`config.mk`:
```
export PLATFORM = sky130hd
export DESIGN_NAME = uprf_framer
export DESIGN_NICKNAME = d
export VERILOG_FILES = /design/src/hw/uprf_pkg.sv /design/src/hw/uprf_ser_if.sv /design/src/hw/uprf_framer.sv /design/src/hw/uprf_ser.sv /design/src/hw/uprf_cpdec.sv
export SDC_FILE = /design/constraint.sdc
export NUM_CORES = 1
export LEC_CHECK = 0
export ABC_AREA = 1
export BUFFER_PORTS_ARGS = -buffer_cell sky130_fd_sc_hd__buf_2
export CAP_MARGIN = 20
export CORE_UTILIZATION = 47
export DETAILED_ROUTE_END_ITERATION = 6
export GPL_TIMING_DRIVEN = 0
export HOLD_SLACK_MARGIN = 0.15
export PLACE_DENSITY = 0.73
export SYNTH_ARGS = -nofsm -noshare
export SYNTH_HDL_FRONTEND = slang
export SYNTH_SLANG_ARGS = --single-unit
export TNS_END_PERCENT = 10
```
`constraint.sdc`:
```
create_clock -name ref_clk_i -period 5.6 [get_ports ref_clk_i]
set_input_delay 0.84 -clock ref_clk_i [delete_from_list [all_inputs] [get_ports ref_clk_i]]
set_output_delay 0.84 -clock ref_clk_i [all_outputs]
set_load 0.1 [all_outputs]
```
`src/hw/uprf_pkg.sv`:
```
// package: constants and types of the upstream report framer
`default_nettype none
package uprf_pkg;
    typedef enum logic [1:0] {UPRF_PROBE, UPRF_CAPTURE, UPRF_ERATIO} uprf_kind_t;
    // fields in emission order of each unit kind
    typedef enum logic [4:0] {F_TE, F_SECTE, F_SECMER, F_EQB, F_EQC, F_VID, F_VLEN, F_VDAT,
                              F_STATUS, F_RSV, F_CNT, F_PMAP, F_MINI, F_CP, F_ROLL, F_CPOFF,
                              F_TS, F_DATA, F_TRL, F_END} uprf_fld_t;
    localparam logic [1:0]  SEG_HDR      = 2'h0;
    localparam logic [1:0]  SEG_PAY      = 2'h1;
    localparam logic [1:0]  SEG_TRL      = 2'h2;
    localparam logic [7:0]  VEND_LEN_MAX = 8'h20;
    localparam logic [5:0]  STATUS_RSV   = 6'h00;
    localparam logic [3:0]  NB_B8        = 4'h1;
    localparam logic [3:0]  NB_B16       = 4'h2;
    localparam logic [3:0]  NB_B24       = 4'h3;
    localparam logic [3:0]  NB_B32       = 4'h4;
    localparam logic [3:0]  NB_B64       = 4'h8;
    localparam logic [12:0] FFT_SMALL    = 13'h0800;
    localparam logic [12:0] FFT_LARGE    = 13'h1000;
    localparam logic [7:0]  CP_CODE_MIN  = 8'h01;
    localparam logic [7:0]  CP_CODE_MAX  = 8'h0B;
    localparam logic [9:0]  UPRF_CP_SAMPLES [0:15] = '{10'h000, 10'h060, 10'h080, 10'h0A0, 10'h0C0, 10'h0E0,
        10'h100, 10'h120, 10'h140, 10'h180, 10'h200, 10'h280, 10'h000, 10'h000, 10'h000, 10'h000};
endpackage : uprf_pkg
`default_nettype wire

```
`src/hw/uprf_ser_if.sv`:
```
// interface: field loader to byte serializer
`timescale 1ns/1ps
`default_nettype none
interface uprf_ser_if;
    logic        load;
    logic [63:0] value;
    logic [3:0]  nbytes;
    logic        busy;
    logic        bvalid;
    logic [7:0]  bdata;
    logic        blast;
    logic        bready;
    modport master (output load, value, nbytes, bready, input busy, bvalid, bdata, blast);
    modport slave  (input load, value, nbytes, bready, output busy, bvalid, bdata, blast);
endinterface : uprf_ser_if
`default_nettype wire

```
`src/hw/uprf_framer.sv`:
```
// top: upstream maintenance report framer, words in, framed bytes out
`timescale 1ns/1ps
`default_nettype none
module uprf_framer
    import uprf_pkg::*;
#(
    parameter int PW_W = 4
)
(
    input  wire logic             ref_clk_i,
    input  wire logic             rstn_i,
    input  wire logic             start_i,
    input  wire logic [1:0]       kind_i,
    output logic                  busy_o,
    output logic                  refused_o,
    input  wire logic [1:0]       cfg_hdr_ver_i,
    input  wire logic [PW_W-1:0]  cfg_pw_probe_i,
    input  wire logic [PW_W-1:0]  cfg_pw_capture_i,
    input  wire logic [PW_W-1:0]  cfg_pw_eratio_i,
    input  wire logic [7:0]       cfg_te_sections_i,
    input  wire logic [7:0]       cfg_mer_sections_i,
    input  wire logic [31:0]      timing_err_i,
    input  wire logic [7:0]       eq_sets_i,
    input  wire logic             eq_suppress_i,
    input  wire logic             vendor_flag_i,
    input  wire logic [23:0]      vendor_id_i,
    input  wire logic [7:0]       vendor_len_i,
    input  wire logic             cap_probe_i,
    input  wire logic             cap_quiet_i,
    input  wire logic [7:0]       nsym_i,
    input  wire logic [31:0]      pmap_i,
    input  wire logic [31:0]      minislot_i,
    input  wire logic [7:0]       cp_code_i,
    input  wire logic [7:0]       rolloff_i,
    input  wire logic [15:0]      cp_offset_i,
    input  wire logic [63:0]      timestamp_i,
    input  wire logic             fft_large_i,
    input  wire logic [7:0]       eratio_sections_i,
    input  wire logic             pmap_eratio_bit_i,
    input  wire logic [15:0]      eratio_words_i,
    input  wire logic [31:0]      trailer_i,
    input  wire logic             in_valid_i,
    input  wire logic [31:0]      in_data_i,
    output logic                  in_ready_o,
    output logic                  out_valid_o,
    output logic [7:0]            out_data_o,
    input  wire logic             out_ready_i,
    output logic                  out_sos_o,
    output logic                  out_eos_o,
    output logic                  out_eou_o,
    output logic [1:0]            out_seg_o,
    output logic [PW_W-1:0]       out_pw_o
);
    typedef enum logic [1:0] {S_IDLE, S_ENTER, S_LOAD, S_SEND} uprf_state_t;

    uprf_state_t      state_ff;
    uprf_kind_t       kind_ff;
    uprf_fld_t        fld_ff;
    logic [20:0]      rep_ff;
    logic [7:0]       set_ff;
    logic [11:0]      lsc_ff;
    logic [11:0]      hsc_ff;
    logic             first_ff;
    logic [PW_W-1:0]  pw_ff;
    logic             refused_ff;
    logic [7:0]       vcnt_ff;
    logic             refuse;
    logic             accept;
    logic             ld;
    logic             taken;
    logic             rest;
    logic             seg_close;
    logic             strm;
    logic [3:0]       nb;
    logic [4:0]       nxt_f;
    logic [63:0]      fv;
    logic [20:0]      rep_calc;
    logic             cp_ok;
    logic [20:0]      cap_words;

    uprf_ser_if ser ();

    uprf_ser u_ser (
        .ref_clk_i (ref_clk_i),
        .rstn_i    (rstn_i),
        .s         (ser)
    );

    uprf_cpdec u_cpdec (
        .cp_code_i   (cp_code_i),
        .fft_large_i (fft_large_i),
        .nsym_i      (nsym_i),
        .cp_valid_o  (cp_ok),
        .cp_len_o    (),
        .words_o     (cap_words)
    );

    // start checks; a refused start leaves the framer idle
    always_comb
    begin
        refuse = 1'b1;
        case (kind_i)
            UPRF_PROBE:   refuse = vendor_flag_i && (vendor_len_i > VEND_LEN_MAX);
            UPRF_CAPTURE: refuse = !(cap_probe_i || cap_quiet_i) || !cp_ok || (nsym_i == 8'h00);
            UPRF_ERATIO:  refuse = !pmap_eratio_bit_i || (eratio_words_i == 16'h0000);
            default:      refuse = 1'b1;
        endcase
    end
    assign accept = start_i && (state_ff == S_IDLE) && !refuse;

    // field shape: byte count, stream-sourced flag and successor
    always_comb
    begin
        {nb, strm, nxt_f} = {NB_B8, 1'b0, F_END};
        unique case (fld_ff)
            F_TE:     {nb, strm, nxt_f} = {NB_B32, 1'b0, F_SECTE};
            F_SECTE:  {nb, strm, nxt_f} = {NB_B32, 1'b1, F_SECMER};
            F_SECMER: {nb, strm, nxt_f} = {NB_B8, 1'b1, F_EQB};
            F_EQB:    {nb, strm, nxt_f} = {NB_B32, 1'b1, F_EQC};
            F_EQC:    {nb, strm, nxt_f} = {NB_B32, 1'b1, F_EQB};
            F_VID:    {nb, strm, nxt_f} = {NB_B24, 1'b0, F_VLEN};
            F_VLEN:   {nb, strm, nxt_f} = {NB_B8, 1'b0, F_VDAT};
            F_VDAT:   {nb, strm, nxt_f} = {NB_B8, 1'b1, F_END};
            F_STATUS: {nb, strm, nxt_f} = {NB_B8, 1'b0, F_RSV};
            F_RSV:    {nb, strm, nxt_f} = {NB_B16, 1'b0, F_CNT};
            F_CNT:    {nb, strm, nxt_f} = {NB_B8, 1'b0, F_PMAP};
            F_PMAP:   {nb, strm, nxt_f} = {NB_B32, 1'b0, F_MINI};
            F_MINI:   {nb, strm, nxt_f} = {NB_B32, 1'b0, (kind_ff == UPRF_CAPTURE) ? F_CP : F_DATA};
            F_CP:     {nb, strm, nxt_f} = {NB_B8, 1'b0, F_ROLL};
            F_ROLL:   {nb, strm, nxt_f} = {NB_B8, 1'b0, F_CPOFF};
            F_CPOFF:  {nb, strm, nxt_f} = {NB_B16, 1'b0, F_TS};
            F_TS:     {nb, strm, nxt_f} = {NB_B64, 1'b0, F_DATA};
            F_DATA:   {nb, strm, nxt_f} = {NB_B32, 1'b1, (kind_ff == UPRF_CAPTURE) ? F_END : F_TRL};
            F_TRL:    {nb, strm, nxt_f} = {NB_B32, 1'b0, F_END};
            default:  {nb, strm, nxt_f} = {NB_B8, 1'b0, F_END};
        endcase
    end

    // field value; stream fields take the low bytes of the input word
    always_comb
    begin
        fv = {32'h0, in_data_i};
        unique case (fld_ff)
            F_TE:     fv = {32'h0, timing_err_i};
            F_VID:    fv = {40'h0, vendor_id_i};
            F_VLEN:   fv = {56'h0, vendor_len_i};
            F_STATUS: fv = {56'h0, cfg_hdr_ver_i, STATUS_RSV};
            F_RSV:    fv = 64'h0;
            F_CNT:    fv = {56'h0, (kind_ff == UPRF_CAPTURE) ? nsym_i : eratio_sections_i};
            F_PMAP:   fv = {32'h0, pmap_i};
            F_MINI:   fv = {32'h0, minislot_i};
            F_CP:     fv = {56'h0, cp_code_i};
            F_ROLL:   fv = {56'h0, rolloff_i};
            F_CPOFF:  fv = {48'h0, cp_offset_i};
            F_TS:     fv = timestamp_i;
            F_TRL:    fv = {32'h0, trailer_i};
            default:  fv = {32'h0, in_data_i};
        endcase
    end

    // repetition count of each field; zero skips the field entirely
    always_comb
    begin
        rep_calc = 21'h000001;
        unique case (fld_ff)
            F_SECTE:  rep_calc = {13'h0000, cfg_te_sections_i};
            F_SECMER: rep_calc = {13'h0000, cfg_mer_sections_i};
            F_EQB:    rep_calc = {20'h00000, set_ff != 8'h00};
            F_EQC:    rep_calc = {9'h000, 12'(hsc_ff - lsc_ff)} + 21'h000001;
            F_VID:    rep_calc = {20'h00000, vendor_flag_i};
            F_VLEN:   rep_calc = {20'h00000, vendor_flag_i};
            F_VDAT:   rep_calc = vendor_flag_i ? {13'h0000, vendor_len_i} : 21'h000000;
            F_DATA:   rep_calc = (kind_ff == UPRF_CAPTURE) ? cap_words : {5'h00, eratio_words_i};
            F_END:    rep_calc = 21'h000000;
            default:  rep_calc = 21'h000001;
        endcase
    end

    // does any probe-tail byte still follow the current field
    always_comb
    begin
        rest = 1'b1;
        unique case (fld_ff)
            F_TE:     rest = (cfg_te_sections_i != 8'h00) || (cfg_mer_sections_i != 8'h00)
                             || (set_ff != 8'h00) || vendor_flag_i;
            F_SECTE:  rest = (cfg_mer_sections_i != 8'h00) || (set_ff != 8'h00) || vendor_flag_i;
            F_SECMER: rest = (set_ff != 8'h00) || vendor_flag_i;
            F_EQC:    rest = (set_ff > 8'h01) || vendor_flag_i;
            F_VLEN:   rest = (vendor_len_i != 8'h00);
            F_VDAT:   rest = 1'b0;
            default:  rest = 1'b1;
        endcase
    end

    // segment boundaries: one unit never shares a segment with another
    assign seg_close = (fld_ff == F_TS) || (fld_ff == F_MINI && kind_ff == UPRF_ERATIO)
                       || (fld_ff == F_DATA) || (fld_ff == F_TRL) || (kind_ff == UPRF_PROBE && !rest);
    assign out_eos_o = ser.bvalid && ser.blast && (rep_ff == 21'h000001) && seg_close;
    assign out_eou_o = out_eos_o && ((fld_ff == F_TRL) || (kind_ff == UPRF_PROBE)
                       || (fld_ff == F_DATA && kind_ff == UPRF_CAPTURE));
    assign out_seg_o = (fld_ff == F_TRL) ? SEG_TRL
                     : (fld_ff == F_DATA || kind_ff == UPRF_PROBE) ? SEG_PAY : SEG_HDR;

    // handshakes; the serializer is idle whenever the framer is in load
    assign ld          = (state_ff == S_LOAD) && (!strm || in_valid_i);
    assign in_ready_o  = (state_ff == S_LOAD) && strm;
    assign ser.load    = ld;
    assign ser.value   = fv;
    assign ser.nbytes  = nb;
    assign ser.bready  = out_ready_i;
    assign taken       = ser.bvalid && out_ready_i;
    assign out_valid_o = ser.bvalid;
    assign out_data_o  = ser.bdata;
    assign out_sos_o   = ser.bvalid && first_ff;
    assign out_pw_o    = pw_ff;
    assign busy_o      = (state_ff != S_IDLE);
    assign refused_o   = refused_ff;

    // sequencer: enter a field, load it, send all its repetitions
    always_ff @(posedge ref_clk_i or negedge rstn_i)
    begin
        if (!rstn_i)
        begin
            state_ff <= S_IDLE;
            kind_ff  <= UPRF_PROBE;
            fld_ff   <= F_END;
            rep_ff   <= 21'h000000;
            set_ff   <= 8'h00;
        end
        else
        begin
            unique case (state_ff)
                S_IDLE:
                begin
                    if (accept)
                    begin
                        state_ff <= S_ENTER;
                        kind_ff  <= uprf_kind_t'(kind_i);
                        fld_ff   <= (kind_i == UPRF_PROBE) ? F_TE : F_STATUS;
                        set_ff   <= eq_suppress_i ? 8'h00 : eq_sets_i;
                    end
                end
                S_ENTER:
                begin
                    rep_ff <= rep_calc;
                    if (fld_ff == F_END)
                        state_ff <= S_IDLE;
                    else if (rep_calc == 21'h000000)
                        fld_ff <= (fld_ff == F_EQB) ? F_VID : uprf_fld_t'(nxt_f);
                    else
                        state_ff <= S_LOAD;
                end
                S_LOAD:
                begin
                    if (ld)
                        state_ff <= S_SEND;
                end
                S_SEND:
                begin
                    if (taken && ser.blast)
                    begin
                        rep_ff   <= rep_ff - 21'h000001;
                        state_ff <= (rep_ff == 21'h000001) ? S_ENTER : S_LOAD;
                        if (rep_ff == 21'h000001)
                            fld_ff <= uprf_fld_t'(nxt_f);
                        if (rep_ff == 21'h000001 && fld_ff == F_EQC)
                            set_ff <= set_ff - 8'h01;
                    end
                end
            endcase
        end
    end

    // equalizer set bounds arrive as one word, lowest subcarrier first
    always_ff @(posedge ref_clk_i or negedge rstn_i)
    begin
        if (!rstn_i)
        begin
            lsc_ff <= 12'h000;
            hsc_ff <= 12'h000;
        end
        else if (ld && fld_ff == F_EQB)
        begin
            lsc_ff <= in_data_i[27:16];
            hsc_ff <= in_data_i[11:0];
        end
    end

    // segment-start marker: after unit start and after every segment end except the one that closes the unit
    always_ff @(posedge ref_clk_i or negedge rstn_i)
    begin
        if (!rstn_i)
            first_ff <= 1'b0;
        else if (accept || (taken && out_eos_o && !out_eou_o))
            first_ff <= 1'b1;
        else if (taken)
            first_ff <= 1'b0;
    end

    // pseudowire of the unit is fixed for its whole length
    always_ff @(posedge ref_clk_i or negedge rstn_i)
    begin
        if (!rstn_i)
            pw_ff <= '0;
        else if (accept)
            pw_ff <= (kind_i == UPRF_PROBE) ? cfg_pw_probe_i
                   : (kind_i == UPRF_CAPTURE) ? cfg_pw_capture_i : cfg_pw_eratio_i;
    end

    // refusal pulse; starts while busy are simply ignored
    always_ff @(posedge ref_clk_i or negedge rstn_i)
    begin
        if (!rstn_i)
            refused_ff <= 1'b0;
        else
            refused_ff <= start_i && (state_ff == S_IDLE) && refuse;
    end

    // vendor content byte count, read only by the checks below
    always_ff @(posedge ref_clk_i or negedge rstn_i)
    begin
        if (!rstn_i)
            vcnt_ff <= 8'h00;
        else if (accept)
            vcnt_ff <= 8'h00;
        else if (taken && fld_ff == F_VDAT)
            vcnt_ff <= vcnt_ff + 8'h01;
    end
endmodule : uprf_framer
`default_nettype wire

```
`src/hw/uprf_ser.sv`:
```
// leaf: msb-first byte serializer for one header or payload field
`timescale 1ns/1ps
`default_nettype none
module uprf_ser
    import uprf_pkg::*;
(
    input  wire logic  ref_clk_i,
    input  wire logic  rstn_i,
    uprf_ser_if.slave  s
);
    logic [63:0] sh_ff;
    logic [3:0]  cnt_ff;

    // left-align the field so the top byte is always the one on offer
    always_ff @(posedge ref_clk_i or negedge rstn_i)
    begin
        if (!rstn_i)
        begin
            sh_ff  <= 64'h0;
            cnt_ff <= 4'h0;
        end
        else if (s.load && cnt_ff == 4'h0)
        begin
            sh_ff  <= s.value << (7'h40 - {s.nbytes, 3'h0});
            cnt_ff <= s.nbytes;
        end
        else if (cnt_ff != 4'h0 && s.bready)
        begin
            sh_ff  <= {sh_ff[55:0], 8'h00};
            cnt_ff <= cnt_ff - 4'h1;
        end
    end

    // loads while busy are ignored; the framer never issues them
    assign s.busy   = (cnt_ff != 4'h0);
    assign s.bvalid = s.busy;
    assign s.bdata  = sh_ff[63:56];
    assign s.blast  = (cnt_ff == 4'h1);
endmodule : uprf_ser
`default_nettype wire

```
`src/hw/uprf_cpdec.sv`:
```
// leaf: cyclic prefix code decode and capture payload word count
`timescale 1ns/1ps
`default_nettype none
module uprf_cpdec
    import uprf_pkg::*;
(
    input  wire logic [7:0]  cp_code_i,
    input  wire logic        fft_large_i,
    input  wire logic [7:0]  nsym_i,
    output logic             cp_valid_o,
    output logic [9:0]       cp_len_o,
    output logic [20:0]      words_o
);
    logic [12:0] span;

    // codes outside 1..11 have no defined prefix and are refused by the framer
    assign cp_valid_o = (cp_code_i >= CP_CODE_MIN) && (cp_code_i <= CP_CODE_MAX);
    assign cp_len_o   = cp_valid_o ? UPRF_CP_SAMPLES[cp_code_i[3:0]] : 10'h000;

    // one symbol is fft length plus prefix, one 32-bit word per sample
    assign span    = (fft_large_i ? FFT_LARGE : FFT_SMALL) + {3'h0, cp_len_o};
    assign words_o = {13'h0000, nsym_i} * {8'h00, span};
endmodule : uprf_cpdec
`default_nettype wire

```
Word-level counts from Yosys, hierarchy flattened
Memory sizes are Yosys's and may differ from the RTL's.
Index checks and enable logic that the tools add are counted.
Word-level totals
  output and inout port bits: 21
  register bits after elaboration: 136
  memories kept: 1
  word-level logic and storage cells: 190
  memory bits (read-only): 160
Operators by class
  bitwise gates (word level): 1
  $lt $le $gt $ge: 5
  muxes and demuxes: 48
  shift operators: 1
  eq/ne operators: 36
  add/sub/neg operators: 7
  multiply operators: 1
  reductions and logical operators: 78
Memories
  (no name shown): words 16, width 10, read ports 1, clocked after memory_dff 0, write ports 0, line uprf_cpdec.sv:18  | assign cp_len_o = cp_valid_o ? UPRF_CP_SAMPLES[cp_code_i[3:0]] : 10'h000;
Operators with widths (count)
  64-bit case mux with 13 select lines: 1
  21-bit case mux with 8 select lines: 1
  64-bit 2-to-1 mux: 2
  5-bit case mux with 16 select lines: 1
  64-bit by 7-bit << shifter with 64-bit output: 1
  8-bit 2-to-1 mux: 6
  21-bit 2-to-1 mux: 2
  21-bit case mux with 2 select lines: 1
  5-bit by 4-bit equality test with 1-bit output (second input constant): 8
  5-bit 2-to-1 mux: 7
  8-bit nonzero test: 4
  10-bit 2-to-1 mux: 3
  1-bit logical AND: 22
  21-bit by 1-bit equality test with 1-bit output (second input constant): 1
  21-bit logical NOT: 1
  8-bit by 13-bit multiplier with 21-bit output: 1
  21-bit by 1-bit subtractor with 21-bit output (second input constant): 1
  5-bit by 3-bit equality test with 1-bit output (second input constant): 4
  5-bit equality test (second input constant): 4
  1-bit logical OR: 20
  4-bit 2-to-1 mux: 5
  16-bit logical NOT: 1
  4-bit case mux with 4 select lines: 1
  8-bit case mux with 2 select lines: 1
  40 further kinds: 78

Logic depth before layout (Yosys ltp)
  depth in word-level cells: 14
  gate-level depth with buffers: 35

Modules after synthesis
A second synthesis with hierarchy kept.
Second synthesis, totals
  cell total of the unflattened synthesis: 2490
  area total of the unflattened synthesis: 15184.6 µm²
Modules (own cells, without submodules)
  uprf_framer: instances 1, sequential area each 1705.4 µm², cells each 1338, area each 7867.5 µm²
  uprf_ser: instances 1, sequential area each 1701.6 µm², cells each 797, area each 4983.5 µm²
  uprf_cpdec: instances 1, sequential area each 0.0 µm², cells each 355, area each 2333.5 µm²

Worst setup path before layout
OpenSTA, ideal clock, no wires.
  path type: input port to flip-flop
  start: in cp_code_i[7]
  end: reg fld_ff[2]
  library setup time: 0.117 ns
  stages: 31
  setup slack: -0.111 ns
  arrival: 5.594 ns
  cell sequence: inv_1 -> nand2_1 -> nor2_1 -> nand2_1 -> a21oi_1 -> inv_1 -> a21oi_1 -> inv_1 -> nor2_1 -> fa_1 -> fa_1 -> fa_1 -> inv_1 -> fa_1 -> inv_1 -> ha_1 -> nand2_1 -> inv_1 -> a21oi_1 -> inv_1 -> nand2_1 -> nand4_1 -> or2_2 -> nand3_1 -> nand2_1 -> inv_1 -> nand4_1 -> nand2_2 -> nand2_2 -> nand2_1 -> nand2_1
Between the ends
  longest elaborated chain between the ends: 10
  elaborated cells on any way between the ends: 18
  those cells by class: add/sub: 1; mul: 1; order compare: 2; eq/ne: 2; mux: 4; reduce/logical: 8
Ends and longest elaborated chain
  start: declaration: line uprf_framer.sv:33  | input wire logic [7:0] cp_code_i,
  8-bit by 1-bit >= comparator with 1-bit output or 8-bit by 4-bit <= comparator with 1-bit output (tied branches): line uprf_cpdec.sv:17  | assign cp_valid_o = (cp_code_i >= CP_CODE_MIN) && (cp_code_i <= CP_CODE_MAX);
  1-bit logical AND *: line uprf_cpdec.sv:17
  10-bit 2-to-1 mux or 1-bit logical NOT (tied branches): line uprf_cpdec.sv:18, uprf_framer.sv:104
  13-bit by 10-bit adder with 13-bit output or 1-bit logical OR (tied branches): line uprf_cpdec.sv:21, uprf_framer.sv:104
  8-bit by 13-bit multiplier with 21-bit output or 1-bit logical OR (tied branches): line uprf_cpdec.sv:22, uprf_framer.sv:104
  21-bit 2-to-1 mux or 1-bit case mux with 3 select lines (tied branches): line uprf_framer.sv:173, uprf_framer.sv:102
  21-bit case mux with 8 select lines or 1-bit logical NOT (tied branches): line uprf_framer.sv:165, uprf_framer.sv:109
  21-bit logical NOT or 1-bit logical AND (tied branches): line uprf_framer.sv:248, uprf_framer.sv:109
  2-bit != test (no line)
  6-bit AND reduction (no line) *
  end signal: assignment: line uprf_framer.sv:239  | fld_ff <= (kind_i == UPRF_PROBE) ? F_TE : F_STATUS;
  end signal: assignment: line uprf_framer.sv:249  | fld_ff <= (fld_ff == F_EQB) ? F_VID : uprf_fld_t'(nxt_f);
  end signal: assignment: line uprf_framer.sv:265  | fld_ff <= uprf_fld_t'(nxt_f);
  end: declaration: line uprf_framer.sv:58  | uprf_fld_t fld_ff;
Mark *: on every way between the ends. The rest lies on a longest branch, timed or not.
A chain may end at the register's enable or synchronous reset.

Worst setup path after layout
  start: in cp_code_i[7]
  end: reg fld_ff[3]
Same word-level chain as after synthesis.

==> metrics.md <==
| Metric | Value |
|---|---|
| Sequential area share after synthesis | `a little under a quarter` |
| Layout Cells excl Fill | `3,148` |
| Crit path launch type | `input pin` |
| Maxcap violations | `0` |
| Setup Slack @ Placement | `-0.975 ns` |
| 1st-pass router iterations | `7` |
| GRT Util Overall | `46.3%` |
| Core Footprint | `30,000 sq um` |
| Maximum number of pins on one net before global-route repair | `96` |
| ANT nets after route | `0` |
| Cells after Synth | `2,304` |
| Vias per inst | `6.13` |
| Initial Util | `48.3%` |
| WS Path Type | `input pin to flip-flop` |
| Hold buffers post-CTS | `0` |
| CTS max path bufs | `2` |
| Die H | `between 150 and 200 microns` |
| Clock latency on the worst-skew pair | `about 0.44 ns` |
| Crit end category | `flip-flop` |
| IO buf count | `390` |
| Most frequent cells in the layout | `nand2_1 (631), buf_2 (419), inv_1 (249), nor2_1 (242), nand3_1 (156)` |
| Vias in the first global route | `18,186` |
| Most common cell after layout, fill and taps aside | `nand2_1` |
| Most frequent cell on the critical path | `fa_1` |
| CP arrival | `5.91 ns` |
| Synthesized area per cell | `6.29 sq um` |
| Fin crit period | `5.59 ns` |
| Cts bufs inserted | `17` |
| Status | `complete, but fails checks` |
| Initial antenna violation count | `3` |
| Full die area | `31,600 sq um` |
| Inst Count DP | `3,087` |
| Worst min path class | `input pin to asynchronous set/reset pin` |
| CTS H-tree lvls | `4` |
| Req. time, crit path | `5.92 ns` |
| Routed length per instance | `approximately 24 microns` |
| RSZ-0062 raised after global routing | `yes` |
| CTS Root Cell | `clkbuf_16` |
| # clock sinks | `136` |
| Drt total wl | `between 70,000 and 80,000 microns` |
| DR vias | `19,295` |
| Ys flop type | `dfrtp_1` |
| Yosys reg bits | `136` |
| Syn Std Cell Area | `14,500 sq um` |
| Tcrit/Tclk final | `99.9%` |
| Fin. Hold Viols | `0` |
| Global-route wire length before repair | `107,000 microns` |
| Slew HR | `17.8%` |
| Setup-failing EPs final | `0` |
| Async set or reset register ratio after synthesis | `100%` |
| Post-route DRC | `2` |
| Remaining global-route overflow | `0` |
| CP max stage delay | `0.50 ns` |
| Layout cells sized above 1 | `24.0%` |
| Die width | `178 microns` |
| Pins Over Slew Limit | `0` |
| Overall power | `9.85 mW` |
| TritonCTS clock tree | `built` |
| Leak pwr | `9.59 nW` |
| I/O Pins | `392` |
| Violated checks | `design-rule violations` |
| Ys Warns | `0` |
| CP max-delay cell | `fa_1` |
| Final net count | `between 3,000 and 4,000` |
| Netlist cell types | `65` |
| Final worst slack | `0.00760 ns` |
| Critical-path maximum fanout | `6` |
| Fmax | `between 0.15 and 0.2 GHz` |
| Worst Tran Pin Value | `1.23 ns` |
| # fillers | `2,922` |
| Number of synthesized flops with an enable pin | `0` |
| Peak VDD IR | `0.473 mV` |
| Routability Congestion | `1.06` |
| Skew final | `0.0148 ns` |
| Post-DP HPWL | `between 50,000 and 60,000 microns` |
| Layout area overhead | `26.1%` |
| CTS clock-pin slew for the worst setup and hold paths | `0.07 ns` |
| Initial DRC Count | `2,381` |
| Std cell rows | `63` |
| Ratio of total power to cell area | `539 nW/um^2` |
[flip-flops by register name, summed over array words and instances (netlist names), 2 cells and up]
signal        cells
u_ser.sh_ff      64
lsc_ff           12
u_ser.cnt_ff      4
hsc_ff           12
fld_ff            5
state_ff          2
rep_ff           21
kind_ff           2
set_ff            8
out_pw_o          4
[per-stage QoR]
step                      utilization [%]  hold slack [ns]  setup TNS, ns  cell area (sq um)
after floorplan                         -            0.444              0              14500
after global placement               56.5            0.469          -7.84              17000
after detailed placement             56.6            0.473          -8.74              17000
after CTS                            59.8            0.335              0              18000
after global routing                 60.9            0.348         -0.901              18300
final                                60.9            0.323              0              18300
[cell usage after synthesis, types with 7 or more instances]
master | n | area share, %
a211oi_1 | 11 | 0.57
a21oi_1 | 113 | 3.9
a221oi_1 | 7 | 0.42
a22o_1 | 29 | 1.8
a22oi_1 | 10 | 0.52
a31oi_1 | 11 | 0.47
a41oi_1 | 7 | 0.42
buf_2 | 37 | 1.3
buf_4 | 15 | 0.78
clkbuf_1 | 49 | 1.3
dfrtp_1 | 133 | 23
fa_1 | 29 | 4.0
ha_1 | 67 | 5.8
inv_1 | 274 | 7.1
inv_2 | 13 | 0.34
mux2_2 | 13 | 1.0
nand2_1 | 655 | 17
nand3_1 | 172 | 5.9
nand4_1 | 51 | 2.2
nor2_1 | 256 | 6.6
nor2_2 | 8 | 0.35
nor3_1 | 18 | 0.62
nor4_1 | 13 | 0.56
o211ai_1 | 15 | 0.78
o21ai_0 | 141 | 4.9
o21ai_1 | 37 | 1.3
o221ai_1 | 8 | 0.48
o22ai_1 | 13 | 0.56
xnor2_1 | 7 | 0.42
xor2_1 | 9 | 0.54
[critical path: cells and delay by family]
kind                       cells  cell delay, ns
buffers and inverters          6            0.41
adders and majority gates      5            2.28
and+or+nand+nor               18            1.95
AOI/OAI and AO/OA              2            0.40
[timing repair]
item | in CTS | in global routing
gates resized for setup | 55 | 84
buffers inserted | 19 | 6
hold endpoints to repair | 0 | 0
pin swaps | 35 | 61
setup endpoints to repair | 9 | 9
[layer usage]
metal	routed length [microns]	track usage [%]	up-vias	part of all wire, %
met5	31	0	-	0.042
met4	4390	24.8	4	5.9
met2	31900	70.8	1511	43
met1	27900	57.6	8974	37
li1	-	-	8497	-
met3	10200	15.3	309	14
[layout make-up]
cell class | count | area, sq um | share of cell area [%]
inverter | 289 | 1100 | 6.01
timing repair buffer | 417 | 2260 | 12.3
buffer | 105 | 512 | 2.80
antenna | 3 | 7.51 | 0.0411
sequential | 136 | 3410 | 18.6
multi-input combinational | 1776 | 9910 | 54.2
clock inverter | 11 | 150 | 0.821
clock buffer | 21 | 450 | 2.46
tap | 390 | 488 | 2.67
[worst paths after layout]
| kind | start | to | slack [ns] | depth (start not counted) |
|---|---|---|---|---|
| worst max-delay path | cp_code_i[7] | fld_ff[3] | 0.008 | 31 |
| worst min-delay path | rstn_i | set_ff[2] | 0.32 | 1 |
| worst max register to register | fld_ff[1] | u_ser.sh_ff[59] | 0.40 | 17 |
| worst min register to register | u_ser.sh_ff[46] | u_ser.sh_ff[46] | 0.49 | 2 |
| max in group asynchronous | rstn_i | hsc_ff[11] | 4.39 | 2 |
| min in group ref_clk_i | u_ser.sh_ff[46] | u_ser.sh_ff[46] | 0.49 | 2 |
[logic make-up (layout without fill, tap and decap cells)]
kind of cell,Yosys count,count (layout),share of synthesized area (%)
compound gates,438,438,18.2
other cells,2,7,0.0518
fa+ha+maj,96,96,9.78
xor+xnor,17,17,1.16
simple gates,1208,1208,35.3
buf+inv,394,843,11.0
flops,136,136,23.5
mux,13,13,1.01
[power by group]
group | switching (mW) | internal, mW | total, mW | leakage, nW
clock network | 0.485 | 0.715 | 1.20 | 0.288
logic | 5.16 | 1.88 | 7.03 | 7.61
registers | 0.253 | 1.36 | 1.62 | 1.68
Note: power is estimated with default switching activity, not from simulation.
